==> src/pcc_pkg.sv <==
/*
 * Constants, field layout and types for the power and clock control
 * register block. Assumes a 10 MHz system clock and a 16-bit serial frame.
 */
package pcc_pkg;

    // register map
    localparam logic [6:0] PCC_REG_ADDR      = 7'h15;
    localparam logic [7:0] PCC_REG_RESET     = 8'h00;
    localparam logic [7:0] PCC_SHUTDOWN_WORD = 8'h08;

    // field positions
    localparam int PCC_SRC_HI   = 7;
    localparam int PCC_SRC_LO   = 6;
    localparam int PCC_DIV_HI   = 5;
    localparam int PCC_DIV_LO   = 4;
    localparam int PCC_SHUT_BIT = 3;
    localparam int PCC_RAW_BIT  = 2;
    localparam int PCC_PWR_HI   = 1;
    localparam int PCC_PWR_LO   = 0;

    // serial frame: read flag, 7-bit address, 8-bit data
    localparam int         PCC_RW_BIT     = 15;
    localparam int         PCC_ADDR_HI    = 14;
    localparam int         PCC_ADDR_LO    = 8;
    localparam logic [3:0] PCC_ADDR_LAST  = 4'h7;
    localparam logic [3:0] PCC_FRAME_LAST = 4'hF;
    localparam logic [15:0] PCC_RESUME_WORD = 16'hFFFF;

    typedef enum logic [1:0] {
        PCC_SRC_CMOS = 2'h0,
        PCC_SRC_XTAL = 2'h1,
        PCC_SRC_LVDS = 2'h2,
        PCC_SRC_RC   = 2'h3
    } pcc_clk_src_t;

    typedef enum logic [1:0] {
        PCC_DIV_16 = 2'h0,
        PCC_DIV_8  = 2'h1,
        PCC_DIV_4  = 2'h2,
        PCC_DIV_2  = 2'h3
    } pcc_div_t;

    typedef enum logic [1:0] {
        PCC_PWR_LOW  = 2'h0,
        PCC_PWR_RSVD = 2'h1,
        PCC_PWR_MED  = 2'h2,
        PCC_PWR_FAST = 2'h3
    } pcc_pwr_t;

    // half period of the modulator clock in master clock cycles
    function automatic logic [3:0] pcc_div_half(input pcc_div_t sel);
        case (sel)
            PCC_DIV_16: pcc_div_half = 4'h8;
            PCC_DIV_8:  pcc_div_half = 4'h4;
            PCC_DIV_4:  pcc_div_half = 4'h2;
            default:    pcc_div_half = 4'h1;
        endcase
    endfunction : pcc_div_half

    // effective core level; undefined code runs as low power
    function automatic pcc_pwr_t pcc_pwr_eff(input logic raw, input logic [1:0] field);
        if (raw || field == PCC_PWR_RSVD)
            pcc_pwr_eff = PCC_PWR_LOW;
        else
            pcc_pwr_eff = pcc_pwr_t'(field);
    endfunction : pcc_pwr_eff

endpackage : pcc_pkg

==> src/pcc_div_if.sv <==
/*
 * Link between the register block and its modulator clock divider.
 * Assumes both ends share one clock.
 */
`timescale 1ns/1ps
`default_nettype none
interface pcc_div_if;
    import pcc_pkg::*;
    pcc_div_t div_sel;
    logic     run;
    logic     mod_clk;
    logic     mod_tick;

    modport ctrl (output div_sel, output run, input mod_clk, input mod_tick);
    modport div  (input div_sel, input run, output mod_clk, output mod_tick);
endinterface : pcc_div_if
`default_nettype wire

==> src/pcc_clk_div.sv <==
/*
 * Modulator clock divider: master clock divided by 16, 8, 4 or 2.
 * Assumes run is held low while the device is shut down.
 */
`timescale 1ns/1ps
`default_nettype none
module pcc_clk_div (
    // clock and reset
    input  wire logic clk,
    input  wire logic reset,
    // control side
    pcc_div_if.div    dv
);
    import pcc_pkg::*;

    typedef struct packed {
        logic [3:0] cnt;
        logic       clk_out;
        logic       tick;
    } pcc_div_st_t;

    localparam pcc_div_st_t DIV_RESET = '{cnt: 4'h0, clk_out: 1'b0, tick: 1'b0};

    pcc_div_st_t st_reg;
    pcc_div_st_t st_next;

    always_comb begin
        st_next      = st_reg;
        st_next.tick = 1'b0;
        if (!dv.run) begin
            st_next = DIV_RESET;
        end else if (st_reg.cnt >= pcc_div_half(dv.div_sel) - 4'h1) begin
            // >= so a smaller ratio chosen mid-count wraps at once
            st_next.cnt     = 4'h0;
            st_next.clk_out = ~st_reg.clk_out;
            st_next.tick    = ~st_reg.clk_out;
        end else begin
            st_next.cnt = st_reg.cnt + 4'h1;
        end
    end

    always_ff @(posedge clk or posedge reset) begin
        if (reset)
            st_reg <= DIV_RESET;
        else
            st_reg <= st_next;
    end

    assign dv.mod_clk  = st_reg.clk_out;
    assign dv.mod_tick = st_reg.tick;

    AST_DIV_HALT: assert property (@(posedge clk) disable iff (reset)
        !dv.run |=> !dv.mod_clk && !dv.mod_tick)
        else $error("divider runs while halted");

    AST_DIV_HALF: assert property (@(posedge clk) disable iff (reset)
        (dv.run && $past(dv.run) && $stable(dv.div_sel)) |-> st_reg.cnt < pcc_div_half(dv.div_sel))
        else $error("divider count beyond half period");

    AST_DIV_16: assert property (@(posedge clk) disable iff (reset)
        ($rose(dv.mod_clk) && dv.div_sel == PCC_DIV_16 && dv.run) ##1
        (dv.run && dv.div_sel == PCC_DIV_16) [*8] |-> !dv.mod_clk)
        else $error("divide by 16 high phase not eight cycles");

    AST_DIV_TICK: assert property (@(posedge clk) disable iff (reset)
        dv.mod_tick |-> $rose(dv.mod_clk))
        else $error("tick not on modulator clock rise");

endmodule : pcc_clk_div
`default_nettype wire

==> src/pcc_power_clock_ctrl.sv <==
/*
 * Power and clock control register with its serial register port,
 * shutdown and resume handling, and the modulator clock divider.
 * Assumes serial pins are asynchronous to clk and much slower than it.
 */
`timescale 1ns/1ps
`default_nettype none
module pcc_power_clock_ctrl (
    // clock and reset pin
    input  wire logic            clk,
    input  wire logic            reset,
    // serial register port
    input  wire logic            cs_n,
    input  wire logic            sclk,
    input  wire logic            sdi,
    output logic                 sdo_out,
    output logic                 sdo_oe,
    // configuration outputs
    output pcc_pkg::pcc_clk_src_t clock_source_sel,
    output pcc_pkg::pcc_pwr_t    core_power_level,
    output logic                 raw_bitstream_enable,
    output logic                 powered_down,
    // modulator clock
    output logic                 modulator_clock_rate,
    output logic                 modulator_tick
);
    import pcc_pkg::*;

    typedef struct packed {
        logic       cs_meta;
        logic       cs_sync;
        logic       sclk_meta;
        logic       sclk_sync;
        logic       sclk_prev;
        logic       sdi_meta;
        logic       sdi_sync;
        logic [3:0] bit_cnt;
        logic [14:0] rx;
        logic [7:0] tx;
        logic [7:0] ctrl;
        pcc_pwr_t   pwr_out;
    } pcc_main_st_t;

    localparam pcc_main_st_t ST_RESET = '{
        cs_meta: 1'b1, cs_sync: 1'b1, sclk_meta: 1'b0, sclk_sync: 1'b0,
        sclk_prev: 1'b0, sdi_meta: 1'b0, sdi_sync: 1'b0, bit_cnt: 4'h0,
        rx: 15'h0000, tx: 8'h00, ctrl: PCC_REG_RESET, pwr_out: PCC_PWR_LOW};

    pcc_main_st_t st_reg;
    pcc_main_st_t st_next;

    // frame decode, all from synchronised copies
    logic        sclk_rise;
    logic        frame_done;
    logic [15:0] word;
    logic [7:0]  head;
    logic        shut;
    logic        wr_cmd;
    logic        wr_ok;
    logic        resume_hit;
    logic [7:0]  wr_val;

    pcc_div_if div_link ();

    always_comb begin
        shut       = st_reg.ctrl[PCC_SHUT_BIT];
        sclk_rise  = st_reg.sclk_sync && !st_reg.sclk_prev && !st_reg.cs_sync;
        word       = {st_reg.rx, st_reg.sdi_sync};
        head       = {st_reg.rx[6:0], st_reg.sdi_sync};
        frame_done = sclk_rise && st_reg.bit_cnt == PCC_FRAME_LAST;
        // serial port is dead in shutdown except for the resume pattern
        wr_cmd     = frame_done && !shut && !word[PCC_RW_BIT] &&
                     word[PCC_ADDR_HI:PCC_ADDR_LO] == PCC_REG_ADDR;
        // bit 3 only legal as the lone bit
        wr_ok      = wr_cmd && (!word[PCC_SHUT_BIT] || word[7:0] == PCC_SHUTDOWN_WORD);
        resume_hit = frame_done && shut && word == PCC_RESUME_WORD;
        wr_val     = word[7:0];
        if (wr_val[PCC_RAW_BIT])
            wr_val[PCC_PWR_HI:PCC_PWR_LO] = st_reg.ctrl[PCC_PWR_HI:PCC_PWR_LO];
    end

    always_comb begin
        st_next           = st_reg;
        st_next.cs_meta   = cs_n;
        st_next.cs_sync   = st_reg.cs_meta;
        st_next.sclk_meta = sclk;
        st_next.sclk_sync = st_reg.sclk_meta;
        st_next.sclk_prev = st_reg.sclk_sync;
        st_next.sdi_meta  = sdi;
        st_next.sdi_sync  = st_reg.sdi_meta;

        if (st_reg.cs_sync) begin
            st_next.bit_cnt = 4'h0;
            st_next.tx      = 8'h00;
        end else if (sclk_rise) begin
            st_next.rx      = word[14:0];
            st_next.bit_cnt = st_reg.bit_cnt + 4'h1;
            if (st_reg.bit_cnt == PCC_ADDR_LAST) begin
                // read data must be ready before the host samples bit 7
                if (!shut && head[7] && head[6:0] == PCC_REG_ADDR)
                    st_next.tx = st_reg.ctrl;
                else
                    st_next.tx = 8'h00;
            end else begin
                st_next.tx = {st_reg.tx[6:0], 1'b0};
            end
        end

        if (resume_hit)
            st_next.ctrl[PCC_SHUT_BIT] = 1'b0;
        else if (wr_ok)
            st_next.ctrl = wr_val;

        st_next.pwr_out = pcc_pwr_eff(st_next.ctrl[PCC_RAW_BIT],
                                      st_next.ctrl[PCC_PWR_HI:PCC_PWR_LO]);
    end

    always_ff @(posedge clk or posedge reset) begin
        if (reset)
            st_reg <= ST_RESET;
        else
            st_reg <= st_next;
    end

    assign div_link.div_sel = pcc_div_t'(st_reg.ctrl[PCC_DIV_HI:PCC_DIV_LO]);
    assign div_link.run     = !shut;

    pcc_clk_div i_pcc_clk_div (
        .clk   (clk),
        .reset (reset),
        .dv    (div_link.div)
    );

    assign clock_source_sel     = pcc_clk_src_t'(st_reg.ctrl[PCC_SRC_HI:PCC_SRC_LO]);
    assign raw_bitstream_enable = st_reg.ctrl[PCC_RAW_BIT];
    assign core_power_level     = st_reg.pwr_out;
    assign powered_down         = shut;
    assign sdo_out              = st_reg.tx[7];
    // released in shutdown so a silent bus shows as no answer
    assign sdo_oe               = !st_reg.cs_sync && !shut;
    assign modulator_clock_rate = div_link.mod_clk;
    assign modulator_tick       = div_link.mod_tick;

    AST_SRC_FOLLOWS: assert property (@(posedge clk) disable iff (reset)
        wr_ok && !wr_val[PCC_SHUT_BIT] |=> clock_source_sel == $past(wr_val[PCC_SRC_HI:PCC_SRC_LO]))
        else $error("clock source not taken from write");

    AST_DIV_FOLLOWS: assert property (@(posedge clk) disable iff (reset)
        wr_ok |=> div_link.div_sel == $past(wr_val[PCC_DIV_HI:PCC_DIV_LO]))
        else $error("divider select not taken from write");

    AST_SHUT_ENTER: assert property (@(posedge clk) disable iff (reset)
        wr_cmd && word[7:0] == PCC_SHUTDOWN_WORD |=> powered_down ##1 !modulator_clock_rate)
        else $error("shutdown word did not power down");

    AST_SHUT_DISCARD: assert property (@(posedge clk) disable iff (reset)
        wr_cmd && word[PCC_SHUT_BIT] && word[7:0] != PCC_SHUTDOWN_WORD |=> $stable(st_reg.ctrl) && !powered_down)
        else $error("mixed shutdown write not discarded");

    AST_SHUT_SILENT: assert property (@(posedge clk) disable iff (reset)
        powered_down && !resume_hit |-> !sdo_oe ##1 $stable(st_reg.ctrl))
        else $error("serial port active in shutdown");

    AST_RESUME: assert property (@(posedge clk) disable iff (reset)
        resume_hit |=> !powered_down && sdo_oe == !st_reg.cs_sync)
        else $error("resume command did not wake device");

    AST_RAW_FOLLOWS: assert property (@(posedge clk) disable iff (reset)
        wr_ok |=> raw_bitstream_enable == $past(wr_val[PCC_RAW_BIT]))
        else $error("raw output enable not taken from write");

    AST_RAW_LOW: assert property (@(posedge clk) disable iff (reset)
        raw_bitstream_enable |-> core_power_level == PCC_PWR_LOW)
        else $error("raw output not forcing low power");

    AST_PWR_MAP: assert property (@(posedge clk) disable iff (reset)
        !raw_bitstream_enable && st_reg.ctrl[PCC_PWR_HI:PCC_PWR_LO] == PCC_PWR_FAST
        |-> core_power_level == PCC_PWR_FAST)
        else $error("power level not taken from field");

    AST_RESET_VAL: assert property (@(posedge clk) disable iff (reset)
        $past(reset) |-> st_reg.ctrl == PCC_REG_RESET && !powered_down)
        else $error("register not zero after reset");

    AST_READ_LOAD: assert property (@(posedge clk) disable iff (reset)
        sclk_rise && st_reg.bit_cnt == PCC_ADDR_LAST && !shut && head == {1'b1, PCC_REG_ADDR}
        |=> st_reg.tx == $past(st_reg.ctrl))
        else $error("read data not loaded from register");

    AST_READ_SHUT: assert property (@(posedge clk) disable iff (reset)
        sclk_rise && st_reg.bit_cnt == PCC_ADDR_LAST && shut |=> st_reg.tx == 8'h00)
        else $error("read data loaded in shutdown");

    AST_RAW_KEEPS: assert property (@(posedge clk) disable iff (reset)
        wr_ok && word[PCC_RAW_BIT] |=> st_reg.ctrl[PCC_PWR_HI:PCC_PWR_LO] == $past(st_reg.ctrl[PCC_PWR_HI:PCC_PWR_LO]))
        else $error("power field written while raw output on");

    AST_PWR_MED: assert property (@(posedge clk) disable iff (reset)
        !raw_bitstream_enable && st_reg.ctrl[PCC_PWR_HI:PCC_PWR_LO] == PCC_PWR_MED
        |-> core_power_level == PCC_PWR_MED)
        else $error("median level not taken from field");

    AST_PWR_LOW: assert property (@(posedge clk) disable iff (reset)
        st_reg.ctrl[PCC_PWR_HI:PCC_PWR_LO] != PCC_PWR_MED && st_reg.ctrl[PCC_PWR_HI:PCC_PWR_LO] != PCC_PWR_FAST
        |-> core_power_level == PCC_PWR_LOW)
        else $error("low level not taken from field");

    // resume touches only the shutdown bit
    AST_RESUME_KEEPS: assert property (@(posedge clk) disable iff (reset)
        resume_hit |=> st_reg.ctrl == ($past(st_reg.ctrl) & ~PCC_SHUTDOWN_WORD))
        else $error("resume changed other fields");

    AST_CTRL_HOLD: assert property (@(posedge clk) disable iff (reset)
        !wr_ok && !resume_hit |=> $stable(st_reg.ctrl))
        else $error("register changed without accepted write");

endmodule : pcc_power_clock_ctrl
`default_nettype wire

==> config.mk <==
export PLATFORM = sky130hd
export DESIGN_NAME = pcc_power_clock_ctrl
export DESIGN_NICKNAME = d
export VERILOG_FILES = /design/src/pcc_pkg.sv /design/src/pcc_div_if.sv /design/src/pcc_clk_div.sv /design/src/pcc_power_clock_ctrl.sv
export SDC_FILE = /design/constraint.sdc
export NUM_CORES = 1
export LEC_CHECK = 0
export ABC_AREA = 1
export ABC_CLOCK_PERIOD_IN_PS = 2100
export BUFFER_PORTS_ARGS = -buffer_cell sky130_fd_sc_hd__buf_2
export CAP_MARGIN = 15
export CORE_ASPECT_RATIO = 1.4
export CORE_MARGIN = 2
export CORE_UTILIZATION = 64
export CTS_CLUSTER_DIAMETER = 50
export DETAILED_ROUTE_END_ITERATION = 8
export GPL_ROUTABILITY_DRIVEN = 0
export MAX_ROUTING_LAYER = met4
export PLACE_DENSITY = 0.84
export RECOVER_POWER = 100
export SYNTH_ARGS = -nofsm -noshare
export SYNTH_HDL_FRONTEND = slang
export SYNTH_SLANG_ARGS = --single-unit
export TNS_END_PERCENT = 1
==> constraint.sdc <==
create_clock -name clk -period 2.1 [get_ports clk]
set_input_delay 0.21 -clock clk [delete_from_list [all_inputs] [get_ports clk]]
set_output_delay 0.21 -clock clk [all_outputs]
set_load 0.03 [all_outputs]
======== Yosys cells after proc, flatten, opt, wreduce, memory -nomap -nowiden ========
Index checks and enable logic that the tools add are counted.
word-level totals
  flip-flop bits (word level) ............. 50
  bits of input ports ..................... 5
  output and inout port bits .............. 10
  logic and storage cells ................. 73
cells by class
  bitwise operators ....................... 3
  $add $sub $neg .......................... 3
  $lt $le $gt $ge ......................... 1
  reductions and logical operators ........ 25
  equality and inequality tests ........... 9
  mux-type cells .......................... 15
operator list
  kind                  number
  $mux 27               1
  $mux 8                3
  $eq 16x16->1 const B  1
  $mux 4                4
  $eq 7x5->1 const B    2
  $logic_and 1x1->1     12
  $pmux 4 s3            1
  $add 4x1->4 const B   2
  $eq 8x4->1 const B    1
  $mux 2                3
  $mux 6                1
  $reduce_bool 2->1     3
  $logic_not 1->1       5
  $eq 2x1->1 const B    2
  $eq 4x3->1 const B    1
  $eq 4x4->1 const B    1
  $ge 4x4->1            1
  $reduce_and 2->1      2
  $sub 4x1->4 const B   1
  $mux 3                1
  $not 1->1             3
  $eq 2x2->1 const B    1
  $logic_not 2->1       1
  $logic_or 1x1->1      2
  $mux 1                1

======== Longest topological paths before layout ========
Gate-level depths: netlist of the first run.
  word-level depth ........................ 13
  mapped depth ............................ 11
  gate-level depth less buffers ........... 11

======== Cells and area by module ========
Synthesis of the first run repeated with hierarchy kept, for this count alone.
unflattened totals
  cell total of the unflattened synthesis .. 253
  area, all modules ....................... 2275.9 µm²
modules (own cells, without submodules)
  module                cells an instance  instances  area an instance (µm²)  seq. area each (µm²)
  pcc_power_clock_ctrl  211                1          1909.3                  1103.6
  pcc_clk_div           42                 1          366.6                   150.1

======== Worst setup path after synthesis of the first run ========
OpenSTA, ideal clock, no wires.
  path type ............................... register -> register
  start ................................... register st_reg (netlist bit div_link.div_sel[1])
  end ..................................... register i_pcc_clk_div.st_reg (netlist bit i_pcc_clk_div.dv.mod_clk)
  library setup time ...................... 0.084 ns
  period minus slack after synthesis ...... 1.419 ns
  buffers on the path ..................... 1
  data arrival time ....................... 1.335 ns
  data required time ...................... 2.016 ns
  stages on the path, launching flop included .. 8
  slack ................................... 0.681 ns
  cell sequence ........................... dfrtp_1 -> clkbuf_1 -> ha_1 -> inv_1 -> nor2_1 -> o211ai_1 -> nand4_1 -> o21ai_0
on the way
  cells in the longest elaborated chain, start to end .. 6
  elaborated cells on any way between the ends .. 8
  classes of those cells .................. 1 x add/sub; 1 x order compare; 2 x eq/ne; 2 x mux; 2 x reduce/logical
ends and longest elaborated chain
  what                                      RTL line                     text
  start: declaration                        pcc_power_clock_ctrl.sv:49   pcc_main_st_t st_reg;
  start signal: assignment                  pcc_power_clock_ctrl.sv:122  st_reg <= st_next;
  $eq 2x2->1, or another cell as far along  pcc_pkg.sv:53                case (sel)
  $pmux 4 s3 *                              pcc_pkg.sv:53
  $mux 4 *                                  pcc_clk_div.sv:30            if (!dv.run) begin
  $sub 4x1->4 *                             pcc_clk_div.sv:32            end else if (st_reg.cnt >= pcc_div_half(dv.div_sel) - 4'h1) begin
  $ge 4x4->1 *                              pcc_clk_div.sv:32
  $reduce_bool 2->1 (no source line) *      n/a
  end signal: assignment                    pcc_clk_div.sv:46            st_reg <= st_next;
  end: declaration                          pcc_clk_div.sv:24            pcc_div_st_t st_reg;
Mark *: on every way between the ends. The rest lies on a longest branch, timed or not. The select of a mux whose other input is x is not followed.
A chain may end at the register's enable or synchronous reset.

==> flow_summary_export.csv, run 1 <==
group,metric,value,unit
layout,multi_input_area,833,um2
critical_path,path_delay_family,"simple AND/OR/NAND/NOR gates",
drt,firstDrtPassIters,4,
floorplanning,die_x,54.7,um
grt,grt_pass1_wl,7.40,mm
sta,worst_slew_pin_slew,1.22,ns
drt,routed_wl,4.27,mm
critical_path,crit_fanout,8,
floorplanning,die_area,0.00409,mm2
critical_path,crit_buf_inv,3,
floorplanning,fp.dieH,74.9,um
layout,antennaDiodeCount,0,
grt,grt_util_all_layers,26.1,%
synth,synth.yosys.seq_area_share,54.5,%
synth,syn-cell-area,0.00230,mm2
power_and_ir_drop,powerDensity,884,mW/mm2
power_and_ir_drop,internal_power,0.00155,W
min_path,holdCritPathClass,"input port to flop",
cts,htree_levels,2,
critical_path,slowest_delay,0.42,ns
layout,fin_area,0.00247,mm2
critical_path,crit_type,"flop to flop",
place,place_area,0.00239,mm2
layout,seqCellArea,0.00125,mm2
critical_path,critPathCaptureType,"flop",
job,drv_cap,0,
power_and_ir_drop,finalPower,0.00219,W
sta,worst_slack,0.406,ns
drt,vias_per_cell,5.40,
synth,synth_nets,269,
sta,slew_violations,0,
sta,period_share,80.6,%
cts,cts_tree,"yes",
layout,fin_nets,285,
layout,layout_commonest_cell,"nand2_1",
synth,syn-instance-count,258,
sta,tns,0,ns
power_and_ir_drop,p_sw_share,28.9,%
synth,postSynthAreaPerCell,8.91,um2
outcome,status,"completed",
sta,max_slew_margin,18.9,%
power_and_ir_drop,pwr-share-comb,16.9,%
synth,ys_warn_count,0,
power_and_ir_drop,power_switching,0.000633,W
power_and_ir_drop,clockPowerShare,29.6,%
cts,clock_sinks,50,
cts,clkLatencyLatePin,0.30,ns
drt,drc,0,
synth,synth_cell_types,33,
layout,largest_reg_flops,23,
floorplanning,ioPinCount,15,
power_and_ir_drop,p_leak,1.23,nW
sta,rsz0062_at_grt,"false",
place,dp_slack,0.589,ns
floorplanning,core-area,0.00341,mm2
drt,drt_iter0_drc,57,
cts,clk_pin_slew,0.08,ns
cts,ctsLongestPathBuffers,2,
sta,holdWs,0.0155,ns
critical_path,path_cells,"ha_1 > nand2_1 > inv_1 > nand3_1 > inv_1 > nand3_4 > clkinvlp_2 > nand2_1 > nand2_1 > nor2_2",
power_and_ir_drop,max-vdd-ir-drop,0.594,mV
layout,fillers,271,
layout,final_cell_mix,"nand2_1, dfrtp_1, inv_1, nor2_1, o21ai_0",
critical_path,crit_path_frequent_cell,"nand2_1",
floorplanning,initial_core_util,67.4,%
critical_path,cp.arrival,1.93,ns
synth,synth_seq_cells,50,
sta,skew,0.00726,ns
sta,setup_viol,0,
critical_path,cp-start-kind,"flop",
drt,wl_per_cell,13.5,um
place,hpwl,3.17,mm
floorplanning,rows,25,
layout,drive_above_1_share,10.5,%
layout,area.growth.synth_to_final,7.57,%
sta,min_period,1.69,ns
place,numPortBuffers,14,
drt,ant_nets,0,
cts,cts_made_buffers,5,
sta,timing.fmax,590,MHz
grt,grt_max_degree,34,
critical_path,cp.required,2.34,ns
cts,clock-root-buffer,"clkbuf_8",
grt,antenna_found_initial,0,
grt,grt_pass1_vias,1709,
sta,hold_violations,0,
critical_path,critPathSlowestCell,"dfrtp_1",
grt,grt_remaining_overflow,0,
power_and_ir_drop,pwr-share-seq,53.4,%
drt,vias,1702,
cts,cts_setup_buffers,0,
Yosys cell counts, drive strengths merged:
library cell	number	area share, %
buf	5	1.5
a22o	1	0.38
dfrtp	48	52
nand4	3	0.82
inv	36	5.9
ha	6	3.3
nand3b	1	0.33
o21ai	19	4.6
a21oi	8	1.7
a32oi	3	1.1
clkbuf	4	0.65
o211ai	1	0.33
nor4	2	1.2
xnor2	1	0.38
xor2	1	0.38
a32o	1	0.44
o21bai	1	0.33
clkinv	2	0.44
nand3	14	3.6
nor3	3	0.65
dfstp	2	2.3
nor2	29	5.5
conb	1	0.16
o31ai	1	0.33
nand2	65	11
repair_timing:
item / 4_1_cts / 5_1_grt
resized for setup: 0 / 0
endpoints found under the hold margin: 0 / 1
hold buffers: 0 / 1
logic make-up (layout without fill, tap and decap cells):
| family | Yosys count | after routing | share of synthesized area (%) |
|---|---|---|---|
| other | 1 | 1 | 0.163 |
| AO/OA/AOI/OAI | 35 | 35 | 9.31 |
| adder cells (fa/ha/maj) | 6 | 6 | 3.27 |
| buffers and inverters | 47 | 64 | 8.49 |
| AND/OR/NAND/NOR | 117 | 117 | 23.5 |
| XOR/XNOR | 2 | 2 | 0.762 |
| flip-flops | 50 | 50 | 54.5 |
per-stage QoR:
| stage | utilization, % | cells |
|---|---|---|
| 6_report | 72.5 | 315 |
| 5_1_grt | 72.5 | 315 |
| 4_1_cts | 73.2 | 314 |
| 3_5_place_dp | 70.1 | 306 |
| 3_3_place_gp | 70.1 | 306 |
| 2_1_floorplan | - | 258 |
power groups by stage:
stage / Combinational, W / Clock, W / Sequential, W
finish: 0.000370 / 0.000648 / 0.00117
global route: 0.000427 / 0.000700 / 0.00118
CTS: 0.000382 / 0.000663 / 0.00117
detailed placement: 0.000379 / 0 / 0.00119
global placement: 0.000362 / 0 / 0.00118
floorplan: 0.000260 / 0 / 0.00120
area by class of cell:
class                      count  area share, %
timing repair buffer          18           3.39
clock buffer                   7           3.09
inverter                      38           5.87
sequential                    50           50.7
tap                           40           2.02
clock inverter                 1           1.21
multi-input combinational    161           33.7
routing by layer:
metal / part of all wire, % / global-route usage, %
met1: 40 / 29.7
met2: 54 / 43.1
met3: 3.1 / 5.16
met4: 2.6 / 12.2
met5: 0 / -
final timing paths:
kind / start / endpoint / cells past startpoint / slack [ns]
setup / recovery: st_reg[34] / core_power_level[0] / 10 / 0.41
hold / removal: sdi / st_next[37] / 1 / 0.02
setup reg to reg: st_reg[34] / core_power_level[0] / 10 / 0.41
hold reg to reg: st_next[37] / head[0] / 0 / 0.36
max in group asynchronous: reset / powered_down / 3 / 0.82
min in group asynchronous: reset / sdo_out / 2 / 0.22
Note: power is estimated with default switching activity, not from simulation.
==> inputs of run 2 (changes only) <==
Settings changed: ABC_CLOCK_PERIOD_IN_PS 2100 to 1700, CORE_UTILIZATION 64 to 59, PLACE_DENSITY 0.84 to 0.78.
Clock period 2.1 ns to 1.7 ns, I/O delays scaled along.
==> run 2 against run 1 <==
Clock power grew 4.0%. Sequential cell count is the same. Fmax grew 5.1%. Non-clock buffer count grew 9. First-iteration DRC count grew 25%. Setup slack lost 0.32 ns. Clock-buffer cell count shrank 1. Largest cell class unchanged.
==> flow_summary_export.csv, run 2 (same netlist as run 1, synthesis figures left out) <==
group,metric,value,unit
cts,clock-root-buffer,"clkbuf_8",
critical_path,cp.arrival,1.82,ns
sta,holdWs,0.354,ns
layout,largest_reg_flops,23,
sta,worst_slew_pin_slew,0.683,ns
grt,grt_pass1_vias,1654,
critical_path,r2r_start,"st_reg[34]",
critical_path,critPathCaptureType,"flop",
floorplanning,rows,26,
critical_path,critPathSlowestCell,"dfrtp_1",
cts,clk_pin_slew,0.09,ns
sta,min_period,1.61,ns
critical_path,crit_fanout,3,
grt,antenna_found_initial,0,
layout,final_cell_mix,"nand2_1, dfrtp_1, inv_1, nor2_1, o21ai_0",
drt,ant_nets,0,
floorplanning,die_x,56.8,um
grt,grt_max_degree,28,
power_and_ir_drop,powerDensity,1010,mW/mm2
layout,area.growth.synth_to_final,11.1,%
sta,slew_violations,0,
sta,rsz0062_at_grt,"true",
cts,cts_tree,"yes",
outcome,status,"completed",
critical_path,critPathLaunch,"st_reg[34]",
power_and_ir_drop,power_switching,0.000806,W
floorplanning,die_area,0.00442,mm2
drt,vias,1712,
critical_path,slowest_delay,0.40,ns
sta,timing.fmax,621,MHz
floorplanning,initial_core_util,62.0,%
critical_path,crit_end,"core_power_level[1]",
sta,skew,0.0121,ns
power_and_ir_drop,clockPowerShare,26.0,%
power_and_ir_drop,p_leak,1.28,nW
critical_path,cp.required,1.91,ns
sta,worst_slack,0.0892,ns
power_and_ir_drop,max-vdd-ir-drop,0.670,mV
power_and_ir_drop,pwr-share-seq,55.6,%
drt,firstDrtPassIters,4,
floorplanning,fp.dieH,77.9,um
critical_path,worst_r2r_path_depth,11,
place,numPortBuffers,14,
sta,setup_viol,0,
cts,clkLatencyLatePin,0.31,ns
drt,drc,0,
sta,hold_violations,0,
drt,drt_iter0_drc,71,
drt,vias_per_cell,5.25,
place,hpwl,3.06,mm
critical_path,path_cells,"ha_2 > nand2_1 > inv_2 > buf_4 > nand3_1 > nor2_1 > nand3_1 > nand2_2 > clkinv_2 > nand2_2 > inv_1",
power_and_ir_drop,p_sw_share,31.1,%
power_and_ir_drop,finalPower,0.00259,W
cts,clock_sinks,50,
grt,grt_pass1_wl,7.26,mm
job,drv_cap,0,
layout,drive_above_1_share,15.5,%
floorplanning,ioPinCount,15,
critical_path,reg2reg_slack,0.09,ns
grt,grt_remaining_overflow,0,
layout,fin_nets,294,
layout,final_core_util,68.8,%
cts,cts_made_buffers,5,
sta,tns,0,ns
sta,period_share,94.8,%
cts,ctsLongestPathBuffers,2,
power_and_ir_drop,internal_power,0.00178,W
min_path,holdCritPathClass,"flop to flop",
sta,max_slew_margin,54.3,%
critical_path,crit_type,"flop to flop",
layout,antennaDiodeCount,0,
cts,htree_levels,2,
critical_path,cp-start-kind,"flop",
drt,routed_wl,4.20,mm
critical_path,r2r-end,"core_power_level[1]",
power_and_ir_drop,pwr-share-comb,18.3,%
drt,wl_per_cell,12.9,um
floorplanning,core-area,0.00371,mm2
layout,layout_commonest_cell,"nand2_1",
place,dp_slack,0.203,ns
grt,grt_util_all_layers,21.8,%
## run 2: cell types whose count changed in the layout (fill, tap and decap cells not counted), moves of 2 or more
cell | before | now
clkbuf_1 | 13 | 11
clkbuf_2 | 0 | 3
clkinvlp_2 | 2 | 0
nand2_2 | 2 | 4
dlygate4sd3_1 | 1 | 4
inv_2 | 2 | 4
nand2_1 | 62 | 60
inv_1 | 34 | 32
buf_4 | 1 | 6
clkinv_2 | 0 | 3
## run 2: area by class of cell
cell class,instances,area (um2)
sequential,50,1250
fill,336,1160
multi-input combinational,161,857
timing repair buffer,27,158
inverter,38,145
clock buffer,6,72.6
tap,42,52.6
clock inverter,2,13.8
## run 2: power groups by stage
stage | clock network [W] | logic [W] | registers, W
2_1_floorplan | 0 | 0.000321 | 0.00148
4_1_cts | 0.000695 | 0.000488 | 0.00144
3_5_place_dp | 0 | 0.000476 | 0.00146
3_3_place_gp | 0 | 0.000466 | 0.00146
5_1_grt | 0.000735 | 0.000555 | 0.00146
6_report | 0.000674 | 0.000474 | 0.00144
## run 2: how the worst min path moves through the flow
stage                            from     endpoint  slack (ns)  depth (start not counted)
final                     st_next[40]  st_next[39]        0.35                          0
after global placement          reset   st_reg[14]        0.24                          3
after CTS                 st_next[37]      head[0]        0.36                          0
after detailed placement        reset      sdo_out        0.24                          3
after floorplan                  cs_n  st_next[42]        0.17                          0
after global routing      st_next[40]  st_next[39]        0.36                          0
## run 2: repair_timing
item,CTS,global route
setup buffers,0,4
endpoints found under the setup margin,0,3
hold buffers,4,0
resized for setup,0,3
endpoints found under the hold margin,51,0
## run 2: critical path, delay by kind of cell, from the launching register on
| family | cells | cell delay, ns |
|---|---|---|
| adder cells (fa/ha/maj) | 1 | 0.20 |
| buffers and inverters | 4 | 0.28 |
| flip-flops | 1 | 0.40 |
| AND/OR/NAND/NOR | 6 | 0.63 |
## run 2: per-layer routing
metal	part of all wire, %	track usage [%]	vias up
met3	2.3	4.50	8
met5	0	-	-
met2	54	37.3	20
met4	2.0	7.67	0
met1	42	25.3	822
li1	-	-	862
## run 2: through the flow
stage | cells | instance area (um2)
floorplan | 258 | 2300
global placement | 310 | 2410
detailed placement | 310 | 2410
CTS | 322 | 2530
global route | 326 | 2550
finish | 326 | 2550
